===== src/hw/pmode_pkg.sv =====
`default_nettype none
package pmode_pkg;

   typedef enum logic [1:0] {
      MODE_SINGLE = 2'b00,
      MODE_EXPAND = 2'b01,
      MODE_RSVD   = 2'b10,
      MODE_MICRO  = 2'b11
   } proc_mode_t;

   typedef enum logic [2:0] {
      REG_NONE, REG_PERIPH, REG_RAM, REG_PERIPH2, REG_DATA_ROM,
      REG_INT_ROM, REG_EXTERNAL, REG_UNUSABLE
   } region_t;

   typedef struct packed {
      logic        valid;
      logic [31:0] addr;
   } bus_req_t;

   typedef struct packed {
      region_t     region;
      logic        hit;
   } decode_t;

   localparam logic [31:0] ADDR_RAM       = 32'h0000_0400;
   localparam logic [31:0] ADDR_PERIPH2   = 32'h0004_0000;
   localparam logic [31:0] ADDR_RSVD1     = 32'h0005_0000;
   localparam logic [31:0] ADDR_DROM      = 32'h0006_0000;
   localparam logic [31:0] ADDR_DROM_END  = 32'h0006_2000;
   localparam logic [31:0] ADDR_EXT_LO    = 32'h0008_0000;
   localparam logic [31:0] ADDR_UNUSABLE  = 32'h0200_0000;
   localparam logic [31:0] ADDR_EXT_HI    = 32'hfe00_0000;
   localparam logic [31:0] ADDR_TOP_ROM   = 32'hffe0_0000;

   localparam int          MODE_LSB       = 0;
   localparam int          SWRST_BIT      = 3;
   localparam int          BCLK_SEL_BIT   = 7;
   localparam logic [7:0]  PM_RESET       = 8'h00;
   localparam logic [1:0]  CLKPIN_PORT    = 2'b00;
   localparam logic [1:0]  WIDTH_MASK     = 2'b11;

endpackage : pmode_pkg
`default_nettype wire


===== src/hw/addr_decoder.sv =====
`default_nettype none
module addr_decoder (
   // Request and mode
   input  wire pmode_pkg::bus_req_t   i_req,
   input  wire pmode_pkg::proc_mode_t i_mode,
   input  wire logic                  i_rom_lock,
   // Result
   output pmode_pkg::decode_t         o_dec
);

   function automatic pmode_pkg::region_t map_addr(
      input logic [31:0]          a,
      input pmode_pkg::proc_mode_t m,
      input logic                 lock);
      pmode_pkg::region_t r;
      logic               ext;
      r   = pmode_pkg::REG_NONE;
      ext = (m == pmode_pkg::MODE_EXPAND) || (m == pmode_pkg::MODE_MICRO);
      if (a < pmode_pkg::ADDR_RAM)
         r = pmode_pkg::REG_PERIPH;
      else if (a < pmode_pkg::ADDR_PERIPH2)
         r = pmode_pkg::REG_RAM;
      else if (a < pmode_pkg::ADDR_RSVD1)
         r = pmode_pkg::REG_PERIPH2;
      else if (a < pmode_pkg::ADDR_DROM)
         r = pmode_pkg::REG_NONE;
      else if (a < pmode_pkg::ADDR_DROM_END)
         r = pmode_pkg::REG_DATA_ROM;
      else if (a < pmode_pkg::ADDR_EXT_LO)
         r = pmode_pkg::REG_NONE;
      else if (a < pmode_pkg::ADDR_UNUSABLE)
         r = ext ? pmode_pkg::REG_EXTERNAL : pmode_pkg::REG_NONE;
      else if (a < pmode_pkg::ADDR_EXT_HI)
         r = pmode_pkg::REG_UNUSABLE;
      else if (a < pmode_pkg::ADDR_TOP_ROM)
         r = (m == pmode_pkg::MODE_EXPAND) ? pmode_pkg::REG_EXTERNAL
                                            : pmode_pkg::REG_NONE;
      else if (m == pmode_pkg::MODE_MICRO)
         r = pmode_pkg::REG_EXTERNAL;
      else
         r = lock ? pmode_pkg::REG_NONE : pmode_pkg::REG_INT_ROM;
      return r;
   endfunction : map_addr

   always_comb begin
      o_dec.region = map_addr(i_req.addr, i_mode, i_rom_lock);
      o_dec.hit    = i_req.valid &&
                     (o_dec.region != pmode_pkg::REG_NONE) &&
                     (o_dec.region != pmode_pkg::REG_UNUSABLE);
   end

endmodule : addr_decoder
`default_nettype wire


===== src/hw/processor_mode_select.sv =====
// Functional notes
// - Hardware reset starts single-chip if boot pin low, microprocessor if high.
// - Writing 01b to the mode field enters memory-expansion mode.
// - After a microprocessor-mode start, internal ROM stays inaccessible until a hardware reset with boot pin low.
// - Mode register writes need the write enable bit set, else ignored.
// - Software reset bit resets the device but keeps the processor mode.
// - Single-chip mode never drives the bus clock out.
// - Bus modes, select bit 1, pin function 00b: clock pin drives low.
// - 00080000h-02000000h is external in bus modes, never in single-chip.
// - 02000000h up to FE000000h is unusable in every mode.
// - Top range from FFE00000h external in microprocessor, else internal ROM unless locked.
// - Peripherals at zero, RAM from 00000400h, data ROM 00060000h-00062000h.
// - Bus modes give pins to bus control; single-chip keeps all as ports.
// - Microprocessor mode reaches peripherals, internal RAM and external space.
// - Watchdog reset resets the device but keeps the processor mode.
// - Micro mode: vector low bits pick bus width; start address low bits 00b.
`default_nettype none
module processor_mode_select (
   // Clock and reset
   input  wire logic                  i_clk,
   input  wire logic                  i_reset,
   // Straps and reset sources
   input  wire logic                  i_boot_mode_pin,
   input  wire logic                  i_watchdog_reset,
   // Register write port
   input  wire logic                  i_pm_write,
   input  wire logic [7:0]            i_pm_wdata,
   input  wire logic                  i_mode_register_write_enable,
   // Clock mode register pin function
   input  wire logic [1:0]            i_clock_pin_function,
   input  wire logic                  i_bus_clock,
   // Reset vector fetch
   input  wire logic                  i_vector_valid,
   input  wire logic [31:0]           i_reset_vector,
   // Address decode request
   input  wire pmode_pkg::bus_req_t   i_req,
   // Register and status
   output logic [7:0]                 o_processor_mode_register,
   output pmode_pkg::proc_mode_t      o_mode,
   output logic                       o_rom_lock,
   output logic                       o_device_reset,
   // Pins
   output logic                       o_bus_pins_enable,
   output logic                       o_clock_pin_port,
   output logic                       o_clock_pin_port_oe,
   // Boot
   output logic [31:0]                o_start_addr,
   output logic [1:0]                 o_ext_bus_width,
   // Decode result
   output pmode_pkg::decode_t         o_dec
);

   logic [7:0]            pm_reg, pm_next;
   logic                  lock_reg, lock_next;
   logic                  boot_reg, boot_next;
   logic                  rst_reg, rst_next;
   logic                  busen_reg, busen_next;
   logic                  clk_reg, clk_next;
   logic                  clkoe_reg, clkoe_next;
   logic [31:0]           start_reg, start_next;
   logic [1:0]            width_reg, width_next;
   pmode_pkg::decode_t    dec_reg, dec_next;
   pmode_pkg::proc_mode_t mode_now;
   logic                  soft_rst;
   logic                  bus_mode;

   assign mode_now = pmode_pkg::proc_mode_t'(pm_reg[1:0]);
   assign bus_mode = (mode_now == pmode_pkg::MODE_EXPAND) ||
                     (mode_now == pmode_pkg::MODE_MICRO);
   assign soft_rst = rst_reg;

   addr_decoder u_dec (
      .i_req      (i_req),
      .i_mode     (mode_now),
      .i_rom_lock (lock_reg),
      .o_dec      (dec_next)
   );

   // Mode register state
   always_comb begin
      pm_next   = pm_reg;
      lock_next = lock_reg;
      boot_next = 1'b0;
      rst_next  = 1'b0;
      if (boot_reg) begin
         // First cycle after hardware reset release: catch the strap
         pm_next[1:0] = i_boot_mode_pin ? pmode_pkg::MODE_MICRO
                                        : pmode_pkg::MODE_SINGLE;
         lock_next    = i_boot_mode_pin;
      end else if (soft_rst || i_watchdog_reset) begin
         pm_next[7:2] = pmode_pkg::PM_RESET[7:2];
      end else if (i_pm_write && i_mode_register_write_enable) begin
         pm_next = i_pm_wdata;
         if (i_pm_wdata[pmode_pkg::SWRST_BIT]) begin
            pm_next[pmode_pkg::SWRST_BIT] = 1'b0;
            rst_next                      = 1'b1;
         end
      end
   end

   always_ff @(posedge i_clk) begin
      if (i_reset) begin
         pm_reg   <= pmode_pkg::PM_RESET;
         lock_reg <= 1'b0;
         boot_reg <= 1'b1;
         rst_reg  <= 1'b0;
      end else begin
         pm_reg   <= pm_next;
         lock_reg <= lock_next;
         boot_reg <= boot_next;
         rst_reg  <= rst_next;
      end
   end

   // Pins, boot vector and decode output
   always_comb begin
      busen_next = bus_mode;
      clk_next   = 1'b0;
      clkoe_next = 1'b0;
      if (bus_mode) begin
         if (!pm_reg[pmode_pkg::BCLK_SEL_BIT]) begin
            clk_next   = i_bus_clock;
            clkoe_next = 1'b1;
         end else if (i_clock_pin_function == pmode_pkg::CLKPIN_PORT) begin
            clk_next   = 1'b0;
            clkoe_next = 1'b1;
         end
      end // Single-chip leaves clock pin to the port
      start_next = start_reg;
      width_next = width_reg;
      if (i_vector_valid) begin
         start_next = {i_reset_vector[31:2], 2'b00};
         width_next = (mode_now == pmode_pkg::MODE_MICRO)
                      ? (i_reset_vector[1:0] & pmode_pkg::WIDTH_MASK)
                      : 2'b00;
      end
   end

   always_ff @(posedge i_clk) begin
      if (i_reset) begin
         busen_reg <= 1'b0;
         clk_reg   <= 1'b0;
         clkoe_reg <= 1'b0;
         start_reg <= 32'h0000_0000;
         width_reg <= 2'b00;
         dec_reg   <= '0;
      end else begin
         busen_reg <= busen_next;
         clk_reg   <= clk_next;
         clkoe_reg <= clkoe_next;
         start_reg <= start_next;
         width_reg <= width_next;
         dec_reg   <= dec_next;
      end
   end

   assign o_processor_mode_register = pm_reg;
   assign o_mode              = mode_now;
   assign o_rom_lock          = lock_reg;
   assign o_device_reset      = rst_reg;
   assign o_bus_pins_enable   = busen_reg;
   assign o_clock_pin_port    = clk_reg;
   assign o_clock_pin_port_oe = clkoe_reg;
   assign o_start_addr        = start_reg;
   assign o_ext_bus_width     = width_reg;
   assign o_dec               = dec_reg;

   // Assertions: start mode and ROM lock

   boot_strap_a: assert property (
      @(posedge i_clk) disable iff (i_reset)
      $fell(boot_reg) |-> (pm_reg[1:0] ==
         ($past(i_boot_mode_pin) ? 2'b11 : 2'b00)))
      else $error("mode after reset does not follow boot pin");
   boot_lock_a: assert property (
      @(posedge i_clk) disable iff (i_reset)
      $fell(boot_reg) |-> lock_reg == $past(i_boot_mode_pin))
      else $error("ROM lock does not follow boot pin");
   lock_hold_a: assert property (
      @(posedge i_clk) disable iff (i_reset)
      !boot_reg |=> $stable(lock_reg))
      else $error("ROM lock changed outside hardware reset");

   // Assertions: register writes and reset sources

   prot_write_a: assert property (
      @(posedge i_clk) disable iff (i_reset)
      (!boot_reg && !rst_reg && !i_watchdog_reset && i_pm_write &&
       !i_mode_register_write_enable) |=> $stable(pm_reg))
      else $error("unprotected write changed mode register");
   write_take_a: assert property (
      @(posedge i_clk) disable iff (i_reset)
      (!boot_reg && !rst_reg && !i_watchdog_reset && i_pm_write &&
       i_mode_register_write_enable)
      |=> pm_reg == ($past(i_pm_wdata) & 8'hf7))
      else $error("enabled write not taken into mode register");
   expand_write_a: assert property (
      @(posedge i_clk) disable iff (i_reset)
      (!boot_reg && !rst_reg && !i_watchdog_reset && i_pm_write &&
       i_mode_register_write_enable && i_pm_wdata[1:0] == 2'b01)
      |=> o_mode == pmode_pkg::MODE_EXPAND)
      else $error("write 01b did not enter expansion mode");
   swrst_keep_a: assert property (
      @(posedge i_clk) disable iff (i_reset)
      rst_reg && !boot_reg |=> pm_reg[1:0] == $past(pm_reg[1:0]))
      else $error("software reset changed processor mode");
   wdt_keep_a: assert property (
      @(posedge i_clk) disable iff (i_reset)
      i_watchdog_reset && !boot_reg
      |=> pm_reg[1:0] == $past(pm_reg[1:0]) && pm_reg[7:2] == 6'h00)
      else $error("watchdog reset changed processor mode");
   swrst_pulse_a: assert property (
      @(posedge i_clk) disable iff (i_reset)
      rst_reg |=> !rst_reg && !pm_reg[pmode_pkg::SWRST_BIT])
      else $error("software reset request not a single pulse");
   swrst_req_a: assert property (
      @(posedge i_clk) disable iff (i_reset)
      (!boot_reg && !rst_reg && !i_watchdog_reset && i_pm_write &&
       i_mode_register_write_enable && i_pm_wdata[pmode_pkg::SWRST_BIT])
      |=> rst_reg)
      else $error("software reset bit did not request a reset");

   // Assertions: pins and clock output

   single_clk_a: assert property (
      @(posedge i_clk) disable iff (i_reset)
      mode_now == pmode_pkg::MODE_SINGLE |=> !clkoe_reg)
      else $error("bus clock driven in single-chip mode");
   clk_low_a: assert property (
      @(posedge i_clk) disable iff (i_reset)
      bus_mode && pm_reg[pmode_pkg::BCLK_SEL_BIT] &&
      i_clock_pin_function == pmode_pkg::CLKPIN_PORT
      |=> clkoe_reg && !clk_reg)
      else $error("clock pin not held low");
   bus_pins_a: assert property (
      @(posedge i_clk) disable iff (i_reset)
      ##1 busen_reg == $past(bus_mode))
      else $error("bus pin enable does not follow mode");
   single_pins_a: assert property (
      @(posedge i_clk) disable iff (i_reset)
      mode_now == pmode_pkg::MODE_SINGLE |=> !busen_reg)
      else $error("pins taken for bus in single-chip mode");

   // Assertions: address map

   low_map_a: assert property (
      @(posedge i_clk) disable iff (i_reset)
      i_req.valid && i_req.addr < pmode_pkg::ADDR_RAM
      |=> dec_reg.region == pmode_pkg::REG_PERIPH && dec_reg.hit)
      else $error("peripheral range decoded wrong");
   ram_map_a: assert property (
      @(posedge i_clk) disable iff (i_reset)
      i_req.valid && i_req.addr >= pmode_pkg::ADDR_RAM &&
      i_req.addr < pmode_pkg::ADDR_PERIPH2
      |=> dec_reg.region == pmode_pkg::REG_RAM)
      else $error("internal RAM range decoded wrong");
   drom_map_a: assert property (
      @(posedge i_clk) disable iff (i_reset)
      i_req.valid && i_req.addr >= pmode_pkg::ADDR_DROM &&
      i_req.addr < pmode_pkg::ADDR_DROM_END
      |=> dec_reg.region == pmode_pkg::REG_DATA_ROM && dec_reg.hit)
      else $error("data ROM range decoded wrong");
   ext_low_a: assert property (
      @(posedge i_clk) disable iff (i_reset)
      i_req.valid && i_req.addr >= pmode_pkg::ADDR_EXT_LO &&
      i_req.addr < pmode_pkg::ADDR_UNUSABLE
      |=> dec_reg.hit == $past(bus_mode))
      else $error("low external window wrong");
   unusable_range_a: assert property (
      @(posedge i_clk) disable iff (i_reset)
      i_req.valid && i_req.addr >= pmode_pkg::ADDR_UNUSABLE &&
      i_req.addr < pmode_pkg::ADDR_EXT_HI
      |=> !dec_reg.hit)
      else $error("unusable range decoded");
   top_micro_a: assert property (
      @(posedge i_clk) disable iff (i_reset)
      i_req.valid && i_req.addr >= pmode_pkg::ADDR_TOP_ROM &&
      mode_now == pmode_pkg::MODE_MICRO
      |=> dec_reg.region == pmode_pkg::REG_EXTERNAL)
      else $error("top range not external in micro mode");
   top_rom_a: assert property (
      @(posedge i_clk) disable iff (i_reset)
      i_req.valid && i_req.addr >= pmode_pkg::ADDR_TOP_ROM &&
      mode_now != pmode_pkg::MODE_MICRO && !lock_reg
      |=> dec_reg.region == pmode_pkg::REG_INT_ROM)
      else $error("top range not internal ROM");
   rom_lock_a: assert property (
      @(posedge i_clk) disable iff (i_reset)
      lock_reg |=> dec_reg.region != pmode_pkg::REG_INT_ROM)
      else $error("internal ROM reached after micro start");
   micro_space_a: assert property (
      @(posedge i_clk) disable iff (i_reset)
      mode_now == pmode_pkg::MODE_MICRO |=> !(dec_reg.region == pmode_pkg::REG_INT_ROM))
      else $error("internal ROM reached in micro mode");

   // Assertions: reset vector

   start_addr_a: assert property (
      @(posedge i_clk) disable iff (i_reset)
      i_vector_valid
      |=> o_start_addr == {$past(i_reset_vector[31:2]), 2'b00})
      else $error("start address not taken from vector");
   bus_width_a: assert property (
      @(posedge i_clk) disable iff (i_reset)
      i_vector_valid && mode_now == pmode_pkg::MODE_MICRO
      |=> o_ext_bus_width == $past(i_reset_vector[1:0]))
      else $error("bus width not taken from vector");
   width_single_a: assert property (
      @(posedge i_clk) disable iff (i_reset)
      i_vector_valid && mode_now != pmode_pkg::MODE_MICRO
      |=> o_ext_bus_width == 2'b00)
      else $error("bus width set outside micro mode");

   cover_expand_c: cover property (@(posedge i_clk)
      o_mode == pmode_pkg::MODE_EXPAND);
   cover_micro_c: cover property (@(posedge i_clk)
      o_mode == pmode_pkg::MODE_MICRO && lock_reg);
   cover_swrst_c: cover property (@(posedge i_clk) rst_reg && bus_mode);
   cover_clklow_c: cover property (@(posedge i_clk) clkoe_reg && !clk_reg);
   cover_wdt_c: cover property (@(posedge i_clk) i_watchdog_reset && bus_mode);

endmodule : processor_mode_select
`default_nettype wire


===== config.mk =====
export PLATFORM = sky130hd
export DESIGN_NAME = processor_mode_select
export DESIGN_NICKNAME = d
export VERILOG_FILES = /design/src/hw/pmode_pkg.sv /design/src/hw/addr_decoder.sv /design/src/hw/processor_mode_select.sv
export SDC_FILE = /design/constraint.sdc
export NUM_CORES = 1
export LEC_CHECK = 0
export BUFFER_PORTS_ARGS = -buffer_cell sky130_fd_sc_hd__buf_2
export CAP_MARGIN = 20
export CORE_UTILIZATION = 44
export CTS_CLUSTER_SIZE = 24
export DETAILED_ROUTE_END_ITERATION = 10
export GPL_TIMING_DRIVEN = 0
export HOLD_SLACK_MARGIN = 0.06
export PLACE_DENSITY_LB_ADDON = 0.3
export RECOVER_POWER = 50
export SLEW_MARGIN = 5
export SYNTH_ARGS = -nofsm -noshare
export SYNTH_HDL_FRONTEND = slang
export SYNTH_HIERARCHICAL = 1
export SYNTH_SLANG_ARGS = --single-unit

===== constraint.sdc =====
create_clock -name i_clk -period 5.5 [get_ports i_clk]
set_clock_uncertainty 0.1 [all_clocks]
set_input_delay 0.275 -clock i_clk [delete_from_list [all_inputs] [get_ports i_clk]]
set_output_delay 0.275 -clock i_clk [all_outputs]
set_load 0.05 [all_outputs]

* Yosys cells after proc, flatten, opt, wreduce, memory -nomap -nowiden *
Cells that the tools add are included.

word-level totals
  register bits = 50
  output and inout bits = 53

operators by class
  order comparisons = 9
  equality and inequality tests = 4
  multiplexer cells = 23
  bitwise gates (word level) = 3
  reductions and logical operators = 14

operators with widths
  kind                  count
  $lt 32x19->1 const B  4
  $lt 32x32->1 const B  2
  $mux 3                13
  $lt 32x11->1 const B  1
  $lt 32x20->1 const B  1
  $lt 32x26->1 const B  1
  $mux 2                4
  $mux 8                1
  $mux 6                1
  $mux 1                4
  $reduce_and 2->1      2
  $reduce_bool 2->1     2
  $reduce_or 4->1       1
  $logic_and 1x1->1     3
  $ne 3x3->1 const B    1
  $not 1->1             3
  $reduce_bool 3->1     1
  $reduce_or 3->1       1
  $eq 2x1->1 const B    1
  $eq 2x2->1 const B    1
  $logic_not 2->1       1
  $logic_or 1x1->1      2
  $ne 2x2->1 const B    1
  $reduce_or 2->1       1

* Depth between registers and ports, before layout *
  depth in word-level cells = 14
  gate-level depth with buffers = 5
  mapped depth without buffers = 5

* Cells and area by module *
Netlist, hierarchy kept.

by module, submodules not included
  module                 instances  cells an instance  area each (um^2)
  processor_mode_select  1          158                1726.7
  addr_decoder           1          36                 257.7

* Least setup slack after synthesis *
No wires, ideal clock.

  path type = input -> register
  from = input i_req[30] (netlist name)
  to = register dec_reg, in the netlist o_dec[2]
  data arrival time = 1.718 ns
  required time = 5.283 ns
  setup slack = 3.565 ns
  stages on the path = 5
  cell sequence = or4_4 > or4_4 > nor4_4 > a211oi_1 > nor2b_1

RTL lines
  element               RTL line                      source
  start, declared       processor_mode_select.sv:36   input wire pmode_pkg::bus_req_t i_req,
  end signal, assigned  processor_mode_select.sv:153  dec_reg <= dec_next;
  end, declared         processor_mode_select.sv:62   pmode_pkg::decode_t dec_reg, dec_next;

==> flow_results.xml <==
<?xml version="1.0" encoding="UTF-8"?>
<metrics>
  <group name="finish">
    <metric name="number_of_filler_cells_placed_in_the_layout" unit="">406</metric>
    <metric name="most_frequent_standard_cell_in_the_layout_excluding_fill_and_tap_cells" unit="">sky130_fd_sc_hd__buf_2</metric>
    <metric name="final-seq-area" unit="um2">981</metric>
    <metric name="syn2layout_area_growth" unit="%">35.9</metric>
    <metric name="antenna-diode-count" unit="">0</metric>
    <metric name="post_route_cells_drive_above_1_share" unit="%">32.2</metric>
    <metric name="fin_nets" unit="">408</metric>
    <metric name="area_of_combinational_cells_with_multiple_inputs" unit="um2">920</metric>
    <metric name="max_reg_flops" unit="">30</metric>
    <metric name="mostFrequentLayoutCells" unit="">sky130_fd_sc_hd__buf_2, sky130_fd_sc_hd__clkbuf_1, sky130_fd_sc_hd__dfxtp_1, sky130_fd_sc_hd__mux2i_1, sky130_fd_sc_hd__nor2_1</metric>
  </group>
  <group name="job">
    <metric name="maxCapViolations" unit="">0</metric>
  </group>
  <group name="logic_synthesis">
    <metric name="post_synth_instance_area" unit="um2">1980</metric>
    <metric name="ys.warnings.count" unit="">6</metric>
    <metric name="netlist-cell-type-count" unit="">37</metric>
    <metric name="synth.area.top_cells" unit="">sky130_fd_sc_hd__dfxtp_1, sky130_fd_sc_hd__mux2i_1, sky130_fd_sc_hd__nor2_1</metric>
    <metric name="netlist_instances" unit="">194</metric>
    <metric name="yosys_register_bits" unit="">49</metric>
    <metric name="syn_avg_cell_area" unit="um2">10.2</metric>
    <metric name="synth-async-reset-ratio" unit="%">0</metric>
    <metric name="ys_seq_area_share" unit="%">49.4</metric>
    <metric name="yosysTopAreaCell" unit="">sky130_fd_sc_hd__dfxtp_1</metric>
    <metric name="synth-edff-count" unit="">0</metric>
    <metric name="synth_ff_type" unit="">sky130_fd_sc_hd__dfxtp_1</metric>
    <metric name="synth_top_cell_area_share" unit="%">49.4</metric>
  </group>
  <group name="cts">
    <metric name="post_cts_resize_count" unit="">0</metric>
    <metric name="cts-buffers-inserted" unit="">5</metric>
    <metric name="tritoncts" unit="">yes</metric>
    <metric name="clock-root-buffer" unit="">sky130_fd_sc_hd__clkbuf_8</metric>
    <metric name="post_cts_buffers" unit="">0</metric>
    <metric name="clkSinkCount" unit="">49</metric>
    <metric name="ctsHtreeMaxLevel" unit="">2</metric>
    <metric name="max-clock-path-buffers" unit="">2</metric>
    <metric name="clk-insertion-delay-late" unit="ns">0.29</metric>
    <metric name="worst_setup_hold_path_clk_slew" unit="ns">0.09</metric>
  </group>
  <group name="placed_design">
    <metric name="globalplace.congestion" unit="">0.780</metric>
    <metric name="place.port_buffers" unit="">121</metric>
    <metric name="hpwl" unit="mm">3.50</metric>
  </group>
  <group name="floorplan">
    <metric name="floorplan.die_area" unit="um2">4780</metric>
    <metric name="dieWidth" unit="um">69.2</metric>
    <metric name="core" unit="um2">4350</metric>
    <metric name="num_rows" unit="">24</metric>
    <metric name="floorplan.initialDensity" unit="%">45.6</metric>
    <metric name="io-pin-count" unit="">136</metric>
    <metric name="die_height" unit="um">69.2</metric>
  </group>
  <group name="global_route">
    <metric name="grt.total_usage" unit="%">18.7</metric>
    <metric name="grt_start_max_net_pins" unit="">15</metric>
    <metric name="antenna_found_initial" unit="">0</metric>
    <metric name="globalRouteMet2Util" unit="%">31.7</metric>
    <metric name="groute.layer.met3.usage" unit="%">4.68</metric>
    <metric name="globalRouteOverflowTotal" unit="">0</metric>
    <metric name="grt_first_pass_wirelength" unit="mm">7.27</metric>
    <metric name="use_met1" unit="%">23.2</metric>
    <metric name="number_of_global_route_vias_before_repair" unit="">1652</metric>
    <metric name="grt.busiest_layer" unit="">met2</metric>
  </group>
  <group name="power">
    <metric name="seq_power_share" unit="%">51.5</metric>
    <metric name="combinationalPowerShare" unit="%">21.7</metric>
    <metric name="internal_power" unit="mW">0.512</metric>
    <metric name="leakage_power" unit="nW">1.26</metric>
    <metric name="switchingPower" unit="mW">0.231</metric>
    <metric name="ir_worst_vdd" unit="V">0.000209</metric>
    <metric name="netSwitchingFraction" unit="%">31.1</metric>
    <metric name="power.density_cell_area" unit="nW/um2">275</metric>
    <metric name="pwr-share-clk" unit="%">26.8</metric>
  </group>
  <group name="sta">
    <metric name="fin_setup_tns" unit="ns">0</metric>
    <metric name="setup_viol" unit="">0</metric>
    <metric name="maxSlewHeadroom" unit="%">57.8</metric>
    <metric name="drv_slew" unit="">0</metric>
    <metric name="final.period_utilization" unit="%">34.5</metric>
    <metric name="fin_hold_ws" unit="ns">0.0828</metric>
    <metric name="worst-slew-pin-transition" unit="ns">0.636</metric>
    <metric name="unrepaired_setup_endpoints_after_global_routing" unit="">false</metric>
    <metric name="hold_violations" unit="">0</metric>
    <metric name="period_minus_slack" unit="ns">1.90</metric>
    <metric name="max_freq" unit="MHz">528</metric>
  </group>
  <group name="drt">
    <metric name="drtAntennaViolNets" unit="">0</metric>
    <metric name="detailedRoute.firstPassIterationCount" unit="">4</metric>
    <metric name="routed_wl" unit="mm">4.49</metric>
    <metric name="total_number_of_vias" unit="">1807</metric>
    <metric name="route.detailed.wl_per_inst" unit="um">11.9</metric>
    <metric name="route.detailed.drc" unit="">0</metric>
    <metric name="vias_per_cell" unit="">4.78</metric>
    <metric name="drtIter0Drc" unit="">39</metric>
  </group>
  <group name="worst_setup_path">
    <metric name="crit_fanout" unit="">4</metric>
    <metric name="crit_arrival" unit="ns">2.02</metric>
    <metric name="setup.worst_path.class" unit="">primary input to flop</metric>
    <metric name="critical_path.endpoint_type" unit="">flop</metric>
    <metric name="worst_setup_path_start_kind" unit="">primary input</metric>
    <metric name="worst_ep_required_time" unit="ns">5.62</metric>
  </group>
  <group name="min_path">
    <metric name="min-delay-path-class" unit="">primary input to flop</metric>
  </group>
  <group name="outcome">
    <metric name="run_status" unit="">finished clean</metric>
  </group>
</metrics>
[layer usage]
layer	part of all wire (%)	routed length, um
met5	0	0
met4	0.71	32
met3	5.5	248
met2	50	2240
met1	44	1970
[area by class of cell]
class | count | share of cell area, %
timing repair buffer | 122 | 20.8
clock buffer | 6 | 2.69
sequential | 49 | 36.4
tap | 52 | 2.41
multi-input combinational | 132 | 34.1
inverter | 1 | 0.139
buffer | 14 | 3.15
clock inverter | 2 | 0.371
[power groups by stage]
stage / Combinational (mW) / Clock, mW / Sequential (mW)
floorplan: 0.0526 / 0 / 0.451
global placement: 0.163 / 0 / 0.390
detailed placement: 0.166 / 0 / 0.390
CTS: 0.167 / 0.204 / 0.382
global route: 0.171 / 0.220 / 0.385
finish: 0.161 / 0.199 / 0.383
[worst max-delay path, cell delays in order]
cell                        delay, ns
sky130_fd_sc_hd__buf_2           0.10
sky130_fd_sc_hd__or4_1           0.57
sky130_fd_sc_hd__a2111oi_0       0.50
sky130_fd_sc_hd__o22ai_1         0.21
sky130_fd_sc_hd__a41oi_1         0.21
sky130_fd_sc_hd__nor2b_1         0.15
[cell families after synthesis]
kind of cell,after synthesis,share of synthesized area [%]
flops,49,49.4
compound gates,24,8.57
mux,33,16.6
xor+xnor,1,0.441
simple gates,71,20.1
buf+inv,15,4.60
other cells,1,0.189
[worst paths after layout]
check | startpoint | to | slack [ns] | cells after the start
hold / removal | i_pm_wdata[5] | o_processor_mode_register[5] | 0.08 | 2
setup / recovery | i_req[24] | o_dec[0] | 3.60 | 6
setup reg to reg | o_processor_mode_register[0] | o_dec[0] | 4.10 | 4
hold reg to reg | o_ext_bus_width[1] | o_ext_bus_width[1] | 0.37 | 2
[synth_stat cells, types with 2 or more instances]
cell and instances:
sky130_fd_sc_hd__a211oi_1 3, sky130_fd_sc_hd__a21oi_1 5, sky130_fd_sc_hd__a22o_1 5, sky130_fd_sc_hd__and2_1 3, sky130_fd_sc_hd__buf_2 4, sky130_fd_sc_hd__buf_4 8, sky130_fd_sc_hd__clkbuf_1 2, sky130_fd_sc_hd__dfxtp_1 49
sky130_fd_sc_hd__mux2i_1 33, sky130_fd_sc_hd__nand2_1 3, sky130_fd_sc_hd__nand2b_1 2, sky130_fd_sc_hd__nand3_1 3, sky130_fd_sc_hd__nand4_1 4, sky130_fd_sc_hd__nor2_1 32, sky130_fd_sc_hd__nor2b_1 6, sky130_fd_sc_hd__nor4_1 4
sky130_fd_sc_hd__o21ai_0 3, sky130_fd_sc_hd__o22ai_1 2, sky130_fd_sc_hd__or2_2 4, sky130_fd_sc_hd__or4_4 2
[per-stage QoR]
step / setup slack [ns] / instances / util (%) / power (mW) / area [um2]
final: 3.60 / 378 / 62.0 / 0.743 / 2700
after global routing: 3.45 / 378 / 62.0 / 0.776 / 2700
after CTS: 3.57 / 378 / 63.3 / 0.753 / 2760
after detailed placement: 3.29 / 369 / 61.1 / 0.556 / 2660
after global placement: 3.35 / 369 / 61.1 / 0.553 / 2660
after floorplan: 3.56 / 196 / - / 0.503 / 1990
[timing repair]
item                                   4_1_cts  5_1_grt
endpoints found under the hold margin        1        0
hold buffers                                 1        0
setup endpoints to repair                    0        0
Note: power is estimated with default switching activity, not from simulation.
